[src/pkg/pcs_pkg.sv]
// Purpose: constants for the configuration command/status and class/revision registers
// Assumes: 32-bit register port, registers at printed byte offsets
// Notes:   config-space view at 0x04/0x08, combined group view at 0x004/0x008
package pcs_pkg;
  localparam logic [11:0] CMDSTS_OFFSET   = 12'h004;
  localparam logic [11:0] CLASSREV_OFFSET = 12'h008;
  localparam int PDET_BIT  = 31;
  localparam int SSE_BIT   = 30;
  localparam int RMA_BIT   = 29;
  localparam int RTA_BIT   = 28;
  localparam int STGT_BIT  = 27;
  localparam int DSPD1_BIT = 26;
  localparam int DSPD0_BIT = 25;
  localparam int MDPE_BIT  = 24;
  localparam int FBB_BIT   = 23;
  localparam int M66_BIT   = 21;
  localparam int CLIST_BIT = 20;
  localparam int SEE_BIT   = 8;
  localparam int PER_BIT   = 6;
  localparam int BME_BIT   = 2;
  localparam int MSE_BIT   = 1;
  localparam int IOE_BIT   = 0;
  localparam logic [1:0] DECODE_SPEED_MEDIUM = 2'h1;
  localparam logic [7:0] BASE_CLASS_VAL      = 8'h06;
  localparam logic [7:0] SUB_CLASS_VAL       = 8'h80;
  localparam logic [7:0] PROG_IF_VAL         = 8'h00;
  // arbitrary neutral revision value
  localparam logic [7:0] REVISION_DEFAULT    = 8'h0a;
  localparam logic [31:0] ZERO_WORD          = 32'h0000_0000;
endpackage

[src/design/pcs_cmd_status.sv]
// Purpose: command/status and class/revision registers of the bus interface
// Assumes: rst_n is the bus reset; error events are one-cycle pulses from bus engines
// Notes:   two access ports: configuration cycles and the combined register group
`timescale 1ns/1ps
`default_nettype none
module pcs_cmd_status
  import pcs_pkg::*;
#(
  parameter logic [7:0] REVISION_LEVEL = REVISION_DEFAULT
)
(
  input  wire logic        clk,
  input  wire logic        rst_n,
  input  wire logic        pcixMode,
  // configuration-space view
  input  wire logic        cfgRead,
  input  wire logic        cfgWrite,
  input  wire logic [11:0] cfgAddr,
  input  wire logic [3:0]  cfgByteEn,
  input  wire logic [31:0] cfgWdata,
  output var  logic [31:0] cfgRdata,
  // combined register group view
  input  wire logic        grpRead,
  input  wire logic        grpWrite,
  input  wire logic [11:0] grpAddr,
  input  wire logic [3:0]  grpByteEn,
  input  wire logic [31:0] grpWdata,
  output var  logic [31:0] grpRdata,
  // error events from the bus engines
  input  wire logic        parityErrEvt,
  input  wire logic        sysErrDetect,
  input  wire logic        masterAbortEvt,
  input  wire logic        specialCycle,
  input  wire logic        targetAbortEvt,
  input  wire logic        dataParityErr,
  input  wire logic        perrSeen,
  input  wire logic        wasMaster,
  // requests from the bus engines
  input  wire logic        masterReq,
  input  wire logic        memAccessHit,
  input  wire logic        ioAccessHit,
  // controls and pins
  output var  logic        masterStartOk,
  output var  logic        memRespond,
  output var  logic        ioRespond,
  output var  logic        systemErrorOut,
  output var  logic        systemErrorOe,
  output var  logic        parityErrorOut,
  output var  logic        parityErrorOe
);
  typedef struct packed {
    logic        systemErrorEnable;
    logic        parityErrorResponse;
    logic        busMasterEnable;
    logic        memorySpaceEnable;
    logic        masterStartOk;
    logic        memRespond;
    logic        serrDrive;
    logic        perrDrive;
    logic [31:0] cfgRdata;
    logic [31:0] grpRdata;
  } pcs_state_type;

  pcs_state_type st_reg;
  pcs_state_type st_next;

  logic detectedParityError;
  logic signalledSystemError;
  logic receivedMasterAbort;
  logic receivedTargetAbort;
  logic masterDataParityError;
  logic [4:0] evtSet;
  logic [4:0] evtClr;
  logic [4:0] flagVal;
  logic cfgCmdWr;
  logic grpCmdWr;
  logic [31:0] cmdWdata;
  logic [3:0]  cmdBe;

  function automatic logic [31:0] status_word(input logic [31:0] fl, input logic pcx,
                                              input pcs_state_type s);
    logic [31:0] w;
    w = ZERO_WORD;
    w[PDET_BIT] = fl[0];
    w[SSE_BIT]  = fl[1];
    w[RMA_BIT]  = fl[2];
    w[RTA_BIT]  = fl[3];
    w[STGT_BIT] = 1'b0;
    w[DSPD1_BIT] = DECODE_SPEED_MEDIUM[1];
    w[DSPD0_BIT] = DECODE_SPEED_MEDIUM[0];
    w[MDPE_BIT] = fl[4];
    w[FBB_BIT]  = ~pcx;
    w[M66_BIT]  = 1'b1;
    w[CLIST_BIT] = 1'b1;
    w[SEE_BIT]  = s.systemErrorEnable;
    w[PER_BIT]  = s.parityErrorResponse;
    w[BME_BIT]  = s.busMasterEnable;
    w[MSE_BIT]  = s.memorySpaceEnable;
    w[IOE_BIT]  = 1'b0;
    return w;
  endfunction

  function automatic logic [31:0] read_word(input logic [11:0] a, input logic [31:0] sw);
    logic [31:0] w;
    w = ZERO_WORD;
    if (a == CMDSTS_OFFSET) begin
      w = sw;
    end else if (a == CLASSREV_OFFSET) begin
      w = {BASE_CLASS_VAL, SUB_CLASS_VAL, PROG_IF_VAL, REVISION_LEVEL};
    end
    return w;
  endfunction

  // both views decode the same offsets; config view wins a same-cycle collision
  assign cfgCmdWr = cfgWrite && (cfgAddr == CMDSTS_OFFSET);
  assign grpCmdWr = grpWrite && (grpAddr == CMDSTS_OFFSET);
  assign cmdWdata = cfgCmdWr ? cfgWdata : grpWdata;
  assign cmdBe    = cfgCmdWr ? cfgByteEn : grpByteEn;

  assign evtSet[0] = parityErrEvt;
  assign evtSet[1] = st_reg.serrDrive;
  assign evtSet[2] = masterAbortEvt && !specialCycle;
  assign evtSet[3] = targetAbortEvt;
  assign evtSet[4] = perrSeen && wasMaster && st_reg.parityErrorResponse;

  // status byte holds the clear bits; write-one-to-clear only with that lane
  assign evtClr[0] = (cfgCmdWr || grpCmdWr) && cmdBe[3] && cmdWdata[PDET_BIT];
  assign evtClr[1] = (cfgCmdWr || grpCmdWr) && cmdBe[3] && cmdWdata[SSE_BIT];
  assign evtClr[2] = (cfgCmdWr || grpCmdWr) && cmdBe[3] && cmdWdata[RMA_BIT];
  assign evtClr[3] = (cfgCmdWr || grpCmdWr) && cmdBe[3] && cmdWdata[RTA_BIT];
  assign evtClr[4] = (cfgCmdWr || grpCmdWr) && cmdBe[3] && cmdWdata[MDPE_BIT];

  genvar gi;
  generate
    for (gi = 0; gi < 5; gi++) begin : g_flag
      pcs_flag u_flag (
        .clk     (clk),
        .rst_n   (rst_n),
        .setEvt  (evtSet[gi]),
        .clrReq  (evtClr[gi]),
        .flagOut (flagVal[gi])
      );
    end
  endgenerate

  assign detectedParityError   = flagVal[0];
  assign signalledSystemError  = flagVal[1];
  assign receivedMasterAbort   = flagVal[2];
  assign receivedTargetAbort   = flagVal[3];
  assign masterDataParityError = flagVal[4];

  always_comb begin
    logic [31:0] sw;
    sw = status_word({27'h0000000, flagVal}, pcixMode, st_reg);
    st_next = st_reg;
    // only writable command bits change; others ignored
    if ((cfgCmdWr || grpCmdWr) && cmdBe[1]) begin
      st_next.systemErrorEnable = cmdWdata[SEE_BIT];
    end
    if ((cfgCmdWr || grpCmdWr) && cmdBe[0]) begin
      st_next.parityErrorResponse = cmdWdata[PER_BIT];
      st_next.busMasterEnable     = cmdWdata[BME_BIT];
      st_next.memorySpaceEnable   = cmdWdata[MSE_BIT];
    end
    st_next.masterStartOk = masterReq && st_reg.busMasterEnable;
    st_next.memRespond    = memAccessHit && st_reg.memorySpaceEnable;
    // next enable, so a clearing write silences the pin at once
    st_next.serrDrive     = sysErrDetect && st_next.systemErrorEnable;
    st_next.perrDrive     = dataParityErr && st_next.parityErrorResponse;
    st_next.cfgRdata = cfgRead ? read_word(cfgAddr, sw) : ZERO_WORD;
    st_next.grpRdata = grpRead ? read_word(grpAddr, sw) : ZERO_WORD;
  end

  always_ff @(posedge clk) begin
    if (!rst_n) begin
      st_reg <= '0;
    end else begin
      st_reg <= st_next;
    end
  end

  assign cfgRdata       = st_reg.cfgRdata;
  assign grpRdata       = st_reg.grpRdata;
  assign masterStartOk  = st_reg.masterStartOk;
  assign memRespond     = st_reg.memRespond;
  assign ioRespond      = 1'b0;
  assign systemErrorOut = 1'b0;
  assign systemErrorOe  = st_reg.serrDrive;
  assign parityErrorOut = 1'b0;
  assign parityErrorOe  = st_reg.perrDrive;

  // pin gating
  a_parity_error_response_enable : assert property (@(posedge clk) disable iff (!rst_n)
    !st_reg.parityErrorResponse |-> !parityErrorOe)
    else $error("parity_error_response driven while off");
  a_parity_error_response_drive : assert property (@(posedge clk) disable iff (!rst_n)
    dataParityErr && st_reg.parityErrorResponse && !(cfgCmdWr || grpCmdWr) |=> parityErrorOe)
    else $error("parity_error_response not driven");
  a_system_error_enable_enable : assert property (@(posedge clk) disable iff (!rst_n)
    !st_reg.systemErrorEnable |-> !systemErrorOe)
    else $error("system_error_enable driven while off");
  a_system_error_enable_drive : assert property (@(posedge clk) disable iff (!rst_n)
    sysErrDetect && st_reg.systemErrorEnable && !(cfgCmdWr || grpCmdWr) |=> systemErrorOe)
    else $error("system_error_enable not driven");
  a_master_gate : assert property (@(posedge clk) disable iff (!rst_n)
    masterStartOk |-> $past(st_reg.busMasterEnable))
    else $error("master while off");
  a_master_follow : assert property (@(posedge clk) disable iff (!rst_n)
    masterReq && st_reg.busMasterEnable |=> masterStartOk)
    else $error("master start lost");
  a_mem_gate : assert property (@(posedge clk) disable iff (!rst_n)
    memRespond |-> $past(st_reg.memorySpaceEnable))
    else $error("mem answer while off");
  a_mem_follow : assert property (@(posedge clk) disable iff (!rst_n)
    memAccessHit && st_reg.memorySpaceEnable |=> memRespond)
    else $error("mem answer lost");
  a_io_never : assert property (@(posedge clk) disable iff (!rst_n)
    ioAccessHit |=> !ioRespond)
    else $error("io access answered");

  // event flags
  a_system_error_enable_flag : assert property (@(posedge clk) disable iff (!rst_n)
    systemErrorOe |=> signalledSystemError)
    else $error("system_error_enable not flagged");
  a_parity_flag : assert property (@(posedge clk) disable iff (!rst_n)
    parityErrEvt |=> detectedParityError)
    else $error("parity not flagged");
  a_abort_flag : assert property (@(posedge clk) disable iff (!rst_n)
    masterAbortEvt && !specialCycle |=> receivedMasterAbort)
    else $error("abort lost");
  a_special_skip : assert property (@(posedge clk) disable iff (!rst_n)
    !receivedMasterAbort && !(masterAbortEvt && !specialCycle) |=> !receivedMasterAbort)
    else $error("abort flagged without cause");
  a_target_flag : assert property (@(posedge clk) disable iff (!rst_n)
    targetAbortEvt |=> receivedTargetAbort)
    else $error("target abort lost");
  a_mdpe_gate : assert property (@(posedge clk) disable iff (!rst_n)
    !masterDataParityError && !(perrSeen && wasMaster && st_reg.parityErrorResponse)
    |=> !masterDataParityError)
    else $error("mdpe set without cause");
  a_flag_clear : assert property (@(posedge clk) disable iff (!rst_n)
    (evtClr & ~evtSet) != 5'h00 |=> (flagVal & $past(evtClr & ~evtSet)) == 5'h00)
    else $error("flag not cleared");
  a_flag_hold : assert property (@(posedge clk) disable iff (!rst_n)
    (flagVal & ~evtClr) != 5'h00
    |=> (flagVal & $past(flagVal & ~evtClr)) == $past(flagVal & ~evtClr))
    else $error("flag lost without clear");

  // register reads and writes
  a_class_read : assert property (@(posedge clk) disable iff (!rst_n)
    cfgRead && cfgAddr == CLASSREV_OFFSET |=> cfgRdata[31:8] == 24'h068000)
    else $error("class code wrong");
  a_group_class : assert property (@(posedge clk) disable iff (!rst_n)
    grpRead && grpAddr == CLASSREV_OFFSET
    |=> grpRdata[31:8] == {BASE_CLASS_VAL, SUB_CLASS_VAL, PROG_IF_VAL})
    else $error("group class code wrong");
  a_revision_read : assert property (@(posedge clk) disable iff (!rst_n)
    cfgRead && cfgAddr == CLASSREV_OFFSET |=> cfgRdata[7:0] == REVISION_LEVEL)
    else $error("revision wrong");
  a_fixed_bits : assert property (@(posedge clk) disable iff (!rst_n)
    grpRead && grpAddr == CMDSTS_OFFSET |=> grpRdata[27:25] == 3'h1 && grpRdata[21:20] == 2'h3
    && grpRdata[0] == 1'b0)
    else $error("fixed status bits wrong");
  a_signalled_target_abort_zero : assert property (@(posedge clk) disable iff (!rst_n)
    cfgRead && cfgAddr == CMDSTS_OFFSET |=> !cfgRdata[STGT_BIT])
    else $error("target abort bit set");
  a_fbb_mode : assert property (@(posedge clk) disable iff (!rst_n)
    cfgRead && cfgAddr == CMDSTS_OFFSET |=> cfgRdata[FBB_BIT] != $past(pcixMode))
    else $error("back-to-back bit wrong for mode");
  a_unmapped_zero : assert property (@(posedge clk) disable iff (!rst_n)
    grpRead && grpAddr != CMDSTS_OFFSET && grpAddr != CLASSREV_OFFSET |=> grpRdata == ZERO_WORD)
    else $error("unmapped read not zero");
  a_enable_write : assert property (@(posedge clk) disable iff (!rst_n)
    cfgCmdWr && cfgByteEn[0] |=> st_reg.busMasterEnable == $past(cfgWdata[BME_BIT]))
    else $error("enable write lost");

  // main scenarios
  c_system_error_enable_pin : cover property (@(posedge clk) disable iff (!rst_n) systemErrorOe);
  c_parity_error_response_pin : cover property (@(posedge clk) disable iff (!rst_n) parityErrorOe);
  c_clear_parity : cover property (@(posedge clk) disable iff (!rst_n)
    detectedParityError ##1 !detectedParityError);
  c_master : cover property (@(posedge clk) disable iff (!rst_n) masterStartOk);
  c_io_ignored : cover property (@(posedge clk) disable iff (!rst_n) ioAccessHit);
endmodule
`default_nettype wire

[src/design/pcs_flag.sv]
// Purpose: one sticky write-one-to-clear event flag
// Assumes: event and clear on the same clock
// Notes:   set wins over clear
`timescale 1ns/1ps
`default_nettype none
module pcs_flag
  import pcs_pkg::*;
(
  input  wire logic clk,
  input  wire logic rst_n,
  input  wire logic setEvt,
  input  wire logic clrReq,
  output var  logic flagOut
);
  typedef struct packed {
    logic flag;
  } pcs_flag_state_type;
  pcs_flag_state_type st_reg;
  pcs_flag_state_type st_next;

  always_comb begin
    st_next = st_reg;
    if (setEvt) begin
      st_next.flag = 1'b1;
    end else if (clrReq) begin
      st_next.flag = 1'b0;
    end
  end

  always_ff @(posedge clk) begin
    if (!rst_n) begin
      st_reg <= '0;
    end else begin
      st_reg <= st_next;
    end
  end

  assign flagOut = st_reg.flag;

  a_set_wins : assert property (@(posedge clk) disable iff (!rst_n)
    setEvt |=> flagOut) else $error("flag not set after event");
endmodule
`default_nettype wire

[config.mk]
export PLATFORM = sky130hd
export DESIGN_NAME = pcs_cmd_status
export DESIGN_NICKNAME = d
export VERILOG_FILES = /design/src/pkg/pcs_pkg.sv /design/src/design/pcs_cmd_status.sv /design/src/design/pcs_flag.sv
export SDC_FILE = /design/constraint.sdc
export NUM_CORES = 1
export LEC_CHECK = 0
export ABC_CLOCK_PERIOD_IN_PS = 2000
export BUFFER_PORTS_ARGS = -buffer_cell sky130_fd_sc_hd__buf_2
export CAP_MARGIN = 25
export CORE_MARGIN = 2
export CORE_UTILIZATION = 23
export CTS_BUF_LIST = sky130_fd_sc_hd__clkbuf_16
export CTS_CLUSTER_SIZE = 30
export DETAILED_ROUTE_END_ITERATION = 8
export PLACE_DENSITY = 0.53
export SLEW_MARGIN = 5
export SYNTH_ARGS = -nofsm -noshare
export SYNTH_HDL_FRONTEND = slang
export SYNTH_HIERARCHICAL = 1
export SYNTH_SLANG_ARGS = --single-unit
export TNS_END_PERCENT = 10
[constraint.sdc]
create_clock -name clk -period 2 [get_ports clk]
set_input_delay 0.2 -clock clk [delete_from_list [all_inputs] [get_ports clk]]
set_output_delay 0.2 -clock clk [all_outputs]
set_load 0.02 [all_outputs]
; Word-level counts from Yosys, hierarchy flattened
; Index checks and enable logic that the tools add are counted.
[word_totals]
regBits = 77
latch_bits = 0
output_inout_bits = 71
elab_cells = 71
rom_bits = 0
memories = 0
ram_bits = 0
inputBits = 114
[classes]
reduce_logical = 28
bitwise = 4
mux = 18
shift = 0
order_cmp = 0
n_addsub = 0
n_eq_ne = 4
mul = 0
n_div = 0
[op_table]
columns = op, count
row1 = 32-bit two-way mux, 3
row2 = 27-bit two-way mux, 2
row3 = "12-bit by 3-bit equality test with 1-bit output, second input constant", 2
row4 = "12-bit by 4-bit equality test with 1-bit output, second input constant", 2
row5 = 1-bit logical AND, 17
row6 = 1-bit two-way mux, 11
row7 = 2-bit nonzero test, 5
row8 = 3-bit OR reduction, 2
row9 = 4-bit two-way mux, 1
row10 = 1-bit NOT, 4
row11 = 2-bit AND reduction, 2
row12 = 3-bit two-way mux, 1
row13 = 1-bit logical NOT, 1
row14 = 1-bit logical OR, 1

; Depth between registers and ports, before layout
; Gate-level depths: netlist of run 1.
[logic_depth]
word_depth = 7
depth_mapped = 8
depth_no_buf = 7

; Cells and area by module
; The synthesis of run 1 kept the hierarchy.
[by_module_without_submodules]
columns = module, cells_per_inst, n_inst, seq_area_each_um2, area_each_um2
row1 = pcs_cmd_status, 204, 1, 680.7, 1849.3
row2 = pcs_flag, 3, 5, 20.0, 41.3

; Least setup slack after synthesis of run 1
; Ideal clock, no wire load.
[synth_path]
path_type = input to register
startpoint = input grpAddr[9]
endpoint = register g_flag[0].u_flag.st_reg
required_time_ns = 1.885
stages = 6
setup_time_ns = 0.115
setup_slack_ns = -0.052
path_buffers = 0
arrival_ns = 1.937
cell_sequence = or4_1 -> or3_1 -> o2bb2a_1 -> nor2_1 -> nor2b_4 -> o21a_1
[synth_between]
elab_chain_cells = 6
[synth_lines]
columns = item, line
row1 = from (decl), pcs_cmd_status.sv:25  ; input wire logic [11:0] grpAddr,
row2 = 12-bit by 3-bit equality test with 1-bit output, pcs_cmd_status.sv:116  ; assign grpCmdWr = grpWrite && (grpAddr == CMDSTS_OFFSET);
row3 = 1-bit logical AND, pcs_cmd_status.sv:116
row4 = 1-bit logical OR, pcs_cmd_status.sv:127  ; assign evtClr[0] = (cfgCmdWr || grpCmdWr) && cmdBe[3] && cmdWdata[PDET_BIT];
row5 = 1-bit logical AND (2 in a row), pcs_cmd_status.sv:127
row6 = net evtClr[0], pcs_cmd_status.sv:73  ; logic [4:0] evtClr;
row7 = 2-bit nonzero test (no line), n/a
row8 = to (signal assigned), pcs_flag.sv:34  ; st_reg <= st_next;
row9 = to (decl), pcs_flag.sv:18  ; pcs_flag_state_type st_reg;
; The timed path passes the listed nets, and every way through them passes these cells.
; A chain may end at the register's enable or synchronous reset.

; Final worst setup path of run 1
[layout_path]
startpoint = input cfgAddr[1]
endpoint = register g_flag[1].u_flag.st_reg
[layout_between]
elab_chain_cells = 6
word_cells_on_any_way = 8
[layout_lines]
columns = item, line
row1 = from (decl), pcs_cmd_status.sv:18  ; input wire logic [11:0] cfgAddr,
row2 = 12-bit by 3-bit equality test with 1-bit output *, pcs_cmd_status.sv:115  ; assign cfgCmdWr = cfgWrite && (cfgAddr == CMDSTS_OFFSET);
row3 = 1-bit logical AND *, pcs_cmd_status.sv:115
row4 = 4-bit two-way mux or 1-bit logical OR (tied branches), "pcs_cmd_status.sv:118, pcs_cmd_status.sv:128"
row5 = 1-bit logical AND, pcs_cmd_status.sv:128  ; assign evtClr[1] = (cfgCmdWr || grpCmdWr) && cmdBe[3] && cmdWdata[SSE_BIT];
row6 = 1-bit logical AND *, pcs_cmd_status.sv:128
row7 = net evtClr[1], pcs_cmd_status.sv:73
row8 = 2-bit nonzero test (no line) *, n/a
row9 = to (signal assigned), pcs_flag.sv:34
row10 = to (decl), pcs_flag.sv:18
; The timed path passes the listed nets; every way through them passes the cells marked *.

==> results of run 1 <==
synth_stat cells, drive strengths merged:
master  count
o21a        6
a21boi      1
nand3b      1
dfxtp      39
or3         2
nor3b       2
or4         4
conb        1
o21ai       1
and3        3
clkbuf      3
a41o        1
o311ai      1
a31oi       2
o31ai       3
nor3        1
nand2       8
inv         3
nand3       5
nand2b      5
a311oi      1
nor2b       8
buf        68
mux2i       7
nor4bb      1
o2bb2a      1
a21oi       5
nor4        6
o41ai       1
and2       16
or2         2
nor2       11
worst paths after layout:
path	slack, ps	startpoint	to
worst min register to register	460	systemErrorOe$_SDFF_PN0_	g_flag[1].u_flag/flagOut$_SDFFE_PN0P_
worst max register to register	960	st_reg[68]$_SDFFE_PN0N_	cfgRdata[1]$_SDFF_PN0_
worst min-delay path	140	pcixMode	grpRdata[23]$_SDFF_PN0_
worst max-delay path	220	cfgAddr[1]	g_flag[1].u_flag/flagOut$_SDFFE_PN0P_
per-stage QoR:
stage,cells,utilization,worst slack [ps]
finish,412,0.296,222
global route,412,0.296,46.3
CTS,412,0.296,199
detailed placement,404,0.280,-88.7
global placement,404,0.280,-68.5
floorplan,255,-,35.0
final cells by class:
| class | instances | share of cell area |
|---|---|---|
| tap | 108 | 0.0526 |
| multi-input combinational | 142 | 0.349 |
| clock buffer | 5 | 0.0487 |
| timing repair buffer | 112 | 0.237 |
| inverter | 3 | 0.00438 |
| sequential | 39 | 0.304 |
| clock inverter | 3 | 0.00487 |
layout by cell type, fill, tap and decap left out, types with 2 or more instances in the layout:
cell	count
a21oi_1	5
a31oi_1	2
and2_1	16
and3_1	3
buf_2	98
buf_4	13
clkbuf_16	5
conb_1	37
dfxtp_1	39
inv_1	5
mux2i_1	7
nand2_1	8
nand2b_1	5
nand3_1	5
nor2_1	5
nor2_2	6
nor2b_1	3
nor2b_4	5
nor3b_1	2
nor4_1	4
o21a_1	6
o31ai_1	3
or3_1	2
or4_1	2
or4_4	2
worst max-delay path, stage by stage:
cell and delay, ps:
buf_2 100, or4_4 560, buf_4 170, nor4_4 260, buf_12 180, mux2i_1 260
nor2_2 80, nor2b_4 100, o21a_1 100
power by group through the flow:
stage	registers, mW	clock network [mW]	logic (mW)
finish	0.784	0.736	0.183
detailed placement	0.801	0	0.184
floorplan	0.800	0	0.159
global placement	0.800	0	0.181
CTS	0.784	0.746	0.185
global route	0.784	0.786	0.202
cell families (layout without fill, tap and decap cells):
logic type      Yosys count  in the layout  synth area share
simple gates             75             75             0.243
buf+inv                  74            123             0.261
flops                    39             39             0.380
compound gates           23             23            0.0797
mux                       7              7            0.0341
other cells               1             37           0.00182
per-layer routing:
metal / GRT usage / wire (um) / up-vias
met5: 0 / 0 / -
met4: 0.0316 / 59 / 0
met3: 0.0397 / 586 / 5
met2: 0.181 / 2340 / 98
met1: 0.109 / 1900 / 680
li1: - / - / 798
==> results.yml, run 1 <==
route:
  drt_iter0_markers: 27
  vias_per_cell: 3.84
  num_vias: 1581
  wire_per_inst_um: 11.8
  drcViolationCount: 0
  drt_wl_total_um: 4880
  first_pass_iters: 4
  route.antenna.remaining_nets: 0
global_routing:
  grt_overflow: 0
  grt_util_all_layers: 0.101
  antenna_found_initial: 0
  grt_start_max_net_pins: 14
  grt_pass1_vias: 1526
  grt_pass1_wl_um: 7400
sta:
  fin_crit_ps: 1780
  hold_violations: 0
  whs_ps: 135
  clock.fmax_ghz: 0.562
  min_period_over_period: 0.889
  rsz0062_at_grt: "no"
  setup_viol: 0
  fin_tns_setup_ps: 0
  slew_viol_final: 0
  skew_ps: 3.83
place:
  portBuffers: 98
  dpl.hpwl_um: 4210
  post_dp_cell_area_um2: 2430
  globalplace.congestion: 0.747
clocking:
  cts_sinks: 39
  hold_buffers: 0
  clkLatencyLatePin_ps: 280
  cts_tree: "yes"
  ctsHtreeMaxLevel: 2
  clk_pin_slew_ps: 60
  cts_root_buf: "clkbuf_16"
  cts_inserted_buffers: 5
  cts-resized-gates: 0
  cts_setup_buffers: 0
  clk_path_buf_depth: 2
finish:
  fin_area_um2: 2570
  area_growth_pct: 25.0
  nets: 417
  antenna_cells: 0
  fillers: 945
  regArea_um2: 781
  drive_gt1_frac: 0.447
  multi_input_area_um2: 896
yosys:
  yosysTopAreaCell: "dfxtp_1"
  yosysWarnings: 6
  synthDistinctLibCells: 39
  yosysSeqAreaShare: 0.380
  avgSynthCellArea_um2: 9.39
  netlist.area_leader.share: 0.380
  syn_area_um2: 2060
  syn_inst: 219
  synth_area_leaders: "dfxtp_1 38%, buf_4 24%, and2_1 4.9%, mux2i_1 3.4%, nor2b_4 3.3%"
  ys_seq_elements: 39
setup_path:
  crit_fanout: 9
  r2r_cells: 2
  end_kind: "flop"
  arrival_ps: 2000
  startpoint_type: "input port"
  crit_type: "in -> reg"
  cp.required_ps: 2230
floorplanning:
  start_util: 0.237
  die_x_um: 98.5
  core_um2: 8680
  die_h_um: 98.5
  io_pins: 185
  row_count: 34
  dieArea_um2: 9710
worst_hold_path:
  holdPathStages: 2
  hp-class: "in -> reg"
status:
  status: "completed"
job:
  cap_violations: 0
pwr:
  p_comb_frac: 0.108
  seq_power_share: 0.460
  power_density_nw_per_um2: 663
  power.share.clock: 0.432
  power.total_mw: 1.70
  p_sw_uw: 403
  p_sw_frac: 0.237
  ir_worst_vdd_v: 0.000262
  leakage_nw: 1.29
  intPower_mw: 1.30
(Power assumes the default switching activity.)
==> inputs of run 2 (changes only) <==
Settings changed: CORE_UTILIZATION 23 to 34, PLACE_DENSITY 0.53 to 0.74.
==> run 2 against run 1 <==
  * Sequential share of layout area up 0.74 points
  * Utilization up 13 points
  * Sequential power about the same
  * Non-clock buffer count down 1
  * Combinational power about the same
  * Via count up 0.57%
  * Setup slack better by 22 ps
  * Routed wire length down 10%
  * Die area down 31%
  * Maximum frequency up 1.3%
  * Clock-buffer cell count unchanged
  * Critical endpoint unchanged
  * Largest cell class unchanged
==> results.yml, run 2 (synthesis gave the netlist of run 1 again) <==
finish:
  nets: 416
  final_common_cell: "buf_2"
  antenna_cells: 0
  mostFrequentLayoutCells: "98 x buf_2, 39 x dfxtp_1, 37 x conb_1"
  drive_gt1_frac: 0.446
  fin_area_um2: 2510
  area_growth_pct: 22.0
  final_util: 0.426
clocking:
  clk_pin_slew_ps: 50
  clkLatencyLatePin_ps: 270
  cts_setup_buffers: 0
  hold_buffers: 0
  clk_path_buf_depth: 2
  cts-resized-gates: 0
  cts_sinks: 39
  cts_tree: "yes"
  cts_root_buf: "clkbuf_16"
  cts_inserted_buffers: 5
  ctsHtreeMaxLevel: 2
setup_path:
  r2r_start: "st_reg[68]$_SDFFE_PN0N_"
  end_kind: "flop"
  r2r_cells: 2
  startpoint_type: "input port"
  arrival_ps: 1920
  reg2reg_slack_ps: 960
  cp-startpoint: "grpAddr[9]"
  crit_type: "in -> reg"
  worstSetupEndpoint: "g_flag[1].u_flag/flagOut$_SDFFE_PN0P_"
  cp.required_ps: 2170
  r2r-end: "cfgRdata[1]$_SDFF_PN0_"
  crit_fanout: 5
floorplanning:
  die_h_um: 81.8
  row_count: 28
  core_um2: 5890
  die_x_um: 81.8
  dieArea_um2: 6680
  io_pins: 185
  start_util: 0.349
route:
  drt_iter0_markers: 14
  drt_wl_total_um: 4380
  vias_per_cell: 4.21
  drcViolationCount: 0
  wire_per_inst_um: 11.6
  first_pass_iters: 3
  num_vias: 1590
  route.antenna.remaining_nets: 0
sta:
  hold_violations: 0
  skew_ps: 2.30
  tightest_slew_ps: 638
  slew_headroom: 0.571
  slew_viol_final: 0
  min_period_over_period: 0.878
  setup_viol: 0
  rsz0062_at_grt: "no"
  clock.fmax_ghz: 0.569
  fin_crit_ps: 1760
  whs_ps: 137
status:
  status: "completed"
global_routing:
  grt_start_max_net_pins: 12
  grt_pass1_wl_um: 6340
  grt_overflow: 0
  grt_util_all_layers: 0.128
  antenna_found_initial: 0
  grt_pass1_vias: 1444
place:
  post_dp_cell_area_um2: 2370
  dpl.hpwl_um: 3730
  globalplace.congestion: 0.792
  portBuffers: 98
pwr:
  power_density_nw_per_um2: 675
  leakage_nw: 1.28
  ir_worst_vdd_v: 0.000414
worst_hold_path:
  hp-class: "in -> reg"
job:
  cap_violations: 0
## run 2: worst max-delay path, stage by stage
cell and delay (ps):
buf_2 90, or4_1 570, or3_1 440, o2bb2a_4 250, nor2_2 160, nor2b_4 50
o21a_1 150
## run 2: worst min-delay path by stage
| stage | start | to | slack (ps) | depth (start not counted) |
|---|---|---|---|---|
| final | targetAbortEvt | g_flag[3].u_flag/flagOut$_SDFFE_PN0P_ | 140 | 2 |
| after global routing | targetAbortEvt | g_flag[3].u_flag/flagOut$_SDFFE_PN0P_ | 140 | 2 |
| after CTS | targetAbortEvt | g_flag[3].u_flag/flagOut$_SDFFE_PN0P_ | 130 | 2 |
| after detailed placement | targetAbortEvt | g_flag[3].u_flag/flagOut$_SDFFE_PN0P_ | 420 | 2 |
| after global placement | targetAbortEvt | g_flag[3].u_flag/flagOut$_SDFFE_PN0P_ | 420 | 2 |
| after floorplan | pcixMode | grpRdata[23]$_SDFF_PN0_ | 290 | 1 |
## run 2: report_power, final
group,internal (mW),switching [mW]
combinational,0.0705,0.112
clock,0.449,0.277
sequential,0.782,0.00228
total,1.30,0.391
## run 2: stage by stage
step                      TNS [ps]  std cells  total power, mW  worst slack (ps)
after floorplan                  0        255            0.959              35.0
after global placement        -243        370            0.980             -58.4
after detailed placement      -367        370            0.983             -76.4
after CTS                        0        378             1.71               213
after global routing             0        378             1.76               103
final                            0        378             1.69               244
## run 2: metal layers
layer  GRT usage  part of all wire  wire length (um)  vias to the layer above
met4      0.0617             0.019                83                        0
met3      0.0462              0.11               501                        8
met5           0                 0                 0                        -
met1       0.131              0.39              1710                      691
li1            -                 -                 -                      796
met2       0.231              0.48              2080                       95
## run 2: layout make-up
type                       count  area [um2]
clock inverter                 3        12.5
tap                           75        93.8
multi-input combinational    142         896
timing repair buffer         111         588
clock buffer                   5         125
inverter                       3        11.3
sequential                    39         781
fill                         610        3380
==> inputs of run 3 (changes only) <==
Settings changed: CORE_ASPECT_RATIO set to 0.8.
==> run 3 against run 2 <==
  * Hold slack got worse by 12 ps
  * Flip-flop and latch count unchanged
  * Via count decreased by 1.6%
  * Clock power increased by 3.0%
  * Register-to-register slack improved by 20 ps
  * Highest routed layer unchanged
  * Routed wire length decreased by 0.23%
  * Total power increased by 1.2%
  * Sequential power about the same
  * Die area about the same
  * Setup slack got worse by 98 ps
  * Sequential share of layout area decreased by 0.44 points
==> results.yml, run 3 (synthesis gave the netlist of run 1 again) <==
status:
  status: "completed"
global_routing:
  grt_pass1_vias: 1457
  grt_overflow: 0
  antenna_found_initial: 0
  grt_util_all_layers: 0.132
  grt_start_max_net_pins: 13
  grt_pass1_wl_um: 6800
setup_path:
  r2r_cells: 2
  end_kind: "flop"
  startpoint_type: "input port"
  crit_type: "in -> reg"
  arrival_ps: 2030
  r2r_start: "st_reg[68]$_SDFFE_PN0N_"
  cp-startpoint: "grpAddr[9]"
  cp.required_ps: 2170
  crit_fanout: 4
pwr:
  leakage_nw: 1.28
  power.total_mw: 1.71
  ir_worst_vdd_v: 0.000281
  power_density_nw_per_um2: 674
finish:
  mostFrequentLayoutCells: "98 x buf_2, 39 x dfxtp_1, 37 x conb_1"
  drive_gt1_frac: 0.449
  fillers: 597
  final_cells: 384
  antenna_cells: 0
  area_growth_pct: 23.7
  nets: 416
  final_common_cell: "buf_2"
floorplanning:
  die_x_um: 90.9
  row_count: 25
  die_h_um: 73.6
  core_um2: 5880
  start_util: 0.350
  dieArea_um2: 6690
  io_pins: 185
sta:
  tightest_slew_ps: 694
  skew_ps: 3.94
  fin_crit_ps: 1850
  clock.fmax_ghz: 0.539
  hold_violations: 0
  rsz0062_at_grt: "no"
  min_period_over_period: 0.927
  slew_headroom: 0.533
  setup_viol: 0
  whs_ps: 126
  slew_viol_final: 0
clocking:
  cts_inserted_buffers: 5
  cts_tree: "yes"
  cts_root_buf: "clkbuf_16"
  clk_pin_slew_ps: 60
  cts_sinks: 39
  hold_buffers: 0
  ctsHtreeMaxLevel: 2
  clkLatencyLatePin_ps: 270
  cts-resized-gates: 0
  cts_setup_buffers: 0
  clk_path_buf_depth: 2
place:
  portBuffers: 98
  globalplace.congestion: 0.832
  place_inst: 376
  dpl.hpwl_um: 3560
route:
  wire_per_inst_um: 11.4
  first_pass_iters: 4
  vias_per_cell: 4.07
  route.layer.met1.wl_um: 1970
  num_vias: 1564
  topRoutingLayerUsed: "met4"
  drt_iter0_markers: 37
  route.antenna.remaining_nets: 0
  drt_wl_total_um: 4370
  wl_met2_um: 2000
  wl_met3_um: 382
  drcViolationCount: 0
worst_hold_path:
  hp-class: "in -> reg"
  holdPathStages: 2
  hold_start: "pcixMode"
job:
  cap_violations: 0
==> run 3: cell types whose count changed in the layout (fill, tap and decap cells not counted) <==
cell,delta
inv_1,-1
buf_4,-2
clkinvlp_4,+1
buf_12,+2
==> run 3: critical path, stage by stage <==
cell and delay [ps]:
buf_2 90, or4_1 580, nor4_1 660, o31ai_1 180
a311oi_1 310
==> run 3: layer usage <==
metal	vias to the layer above	global-route usage
met5	-	0
met4	0	0.0303
met3	2	0.0503
met2	83	0.221
met1	684	0.162
li1	795	-
==> run 3: power breakdown <==
part	switching, mW	internal, mW	total [mW]
Combinational	0.112	0.0699	0.182
Clock	0.295	0.454	0.749
Sequential	0.00227	0.781	0.784
==> run 3: path summary, 6_finish.rpt <==
kind,slack [ps],endpoint
worst max register to register,980,cfgRdata[1]$_SDFF_PN0_
worst max-delay path,150,parityErrorOe$_SDFF_PN0_
worst min-delay path,130,grpRdata[23]$_SDFF_PN0_
worst min register to register,470,grpRdata[29]$_SDFF_PN0_
==> run 3: cell type report <==
type / instances / area, um2 / share of cell area
Sequential cell: 39 / 781 / 0.307
Timing Repair Buffer: 111 / 613 / 0.241
Inverter: 3 / 11.3 / 0.00443
Tap cell: 81 / 101 / 0.0398
Clock inverter: 3 / 16.3 / 0.00639
Clock buffer: 5 / 125 / 0.0492
Multi-Input combinational cell: 142 / 896 / 0.352
==> run 3: metrics by stage <==
step | worst slack [ps] | area [um2] | setup TNS (ps) | utilization
global route | 65.0 | 2540 | 0 | 0.433
floorplan | 35.0 | 2210 | 0 | -
finish | 146 | 2540 | 0 | 0.433
detailed placement | -167 | 2400 | -576 | 0.409
global placement | -83.6 | 2400 | -442 | 0.409
CTS | 127 | 2540 | 0 | 0.433
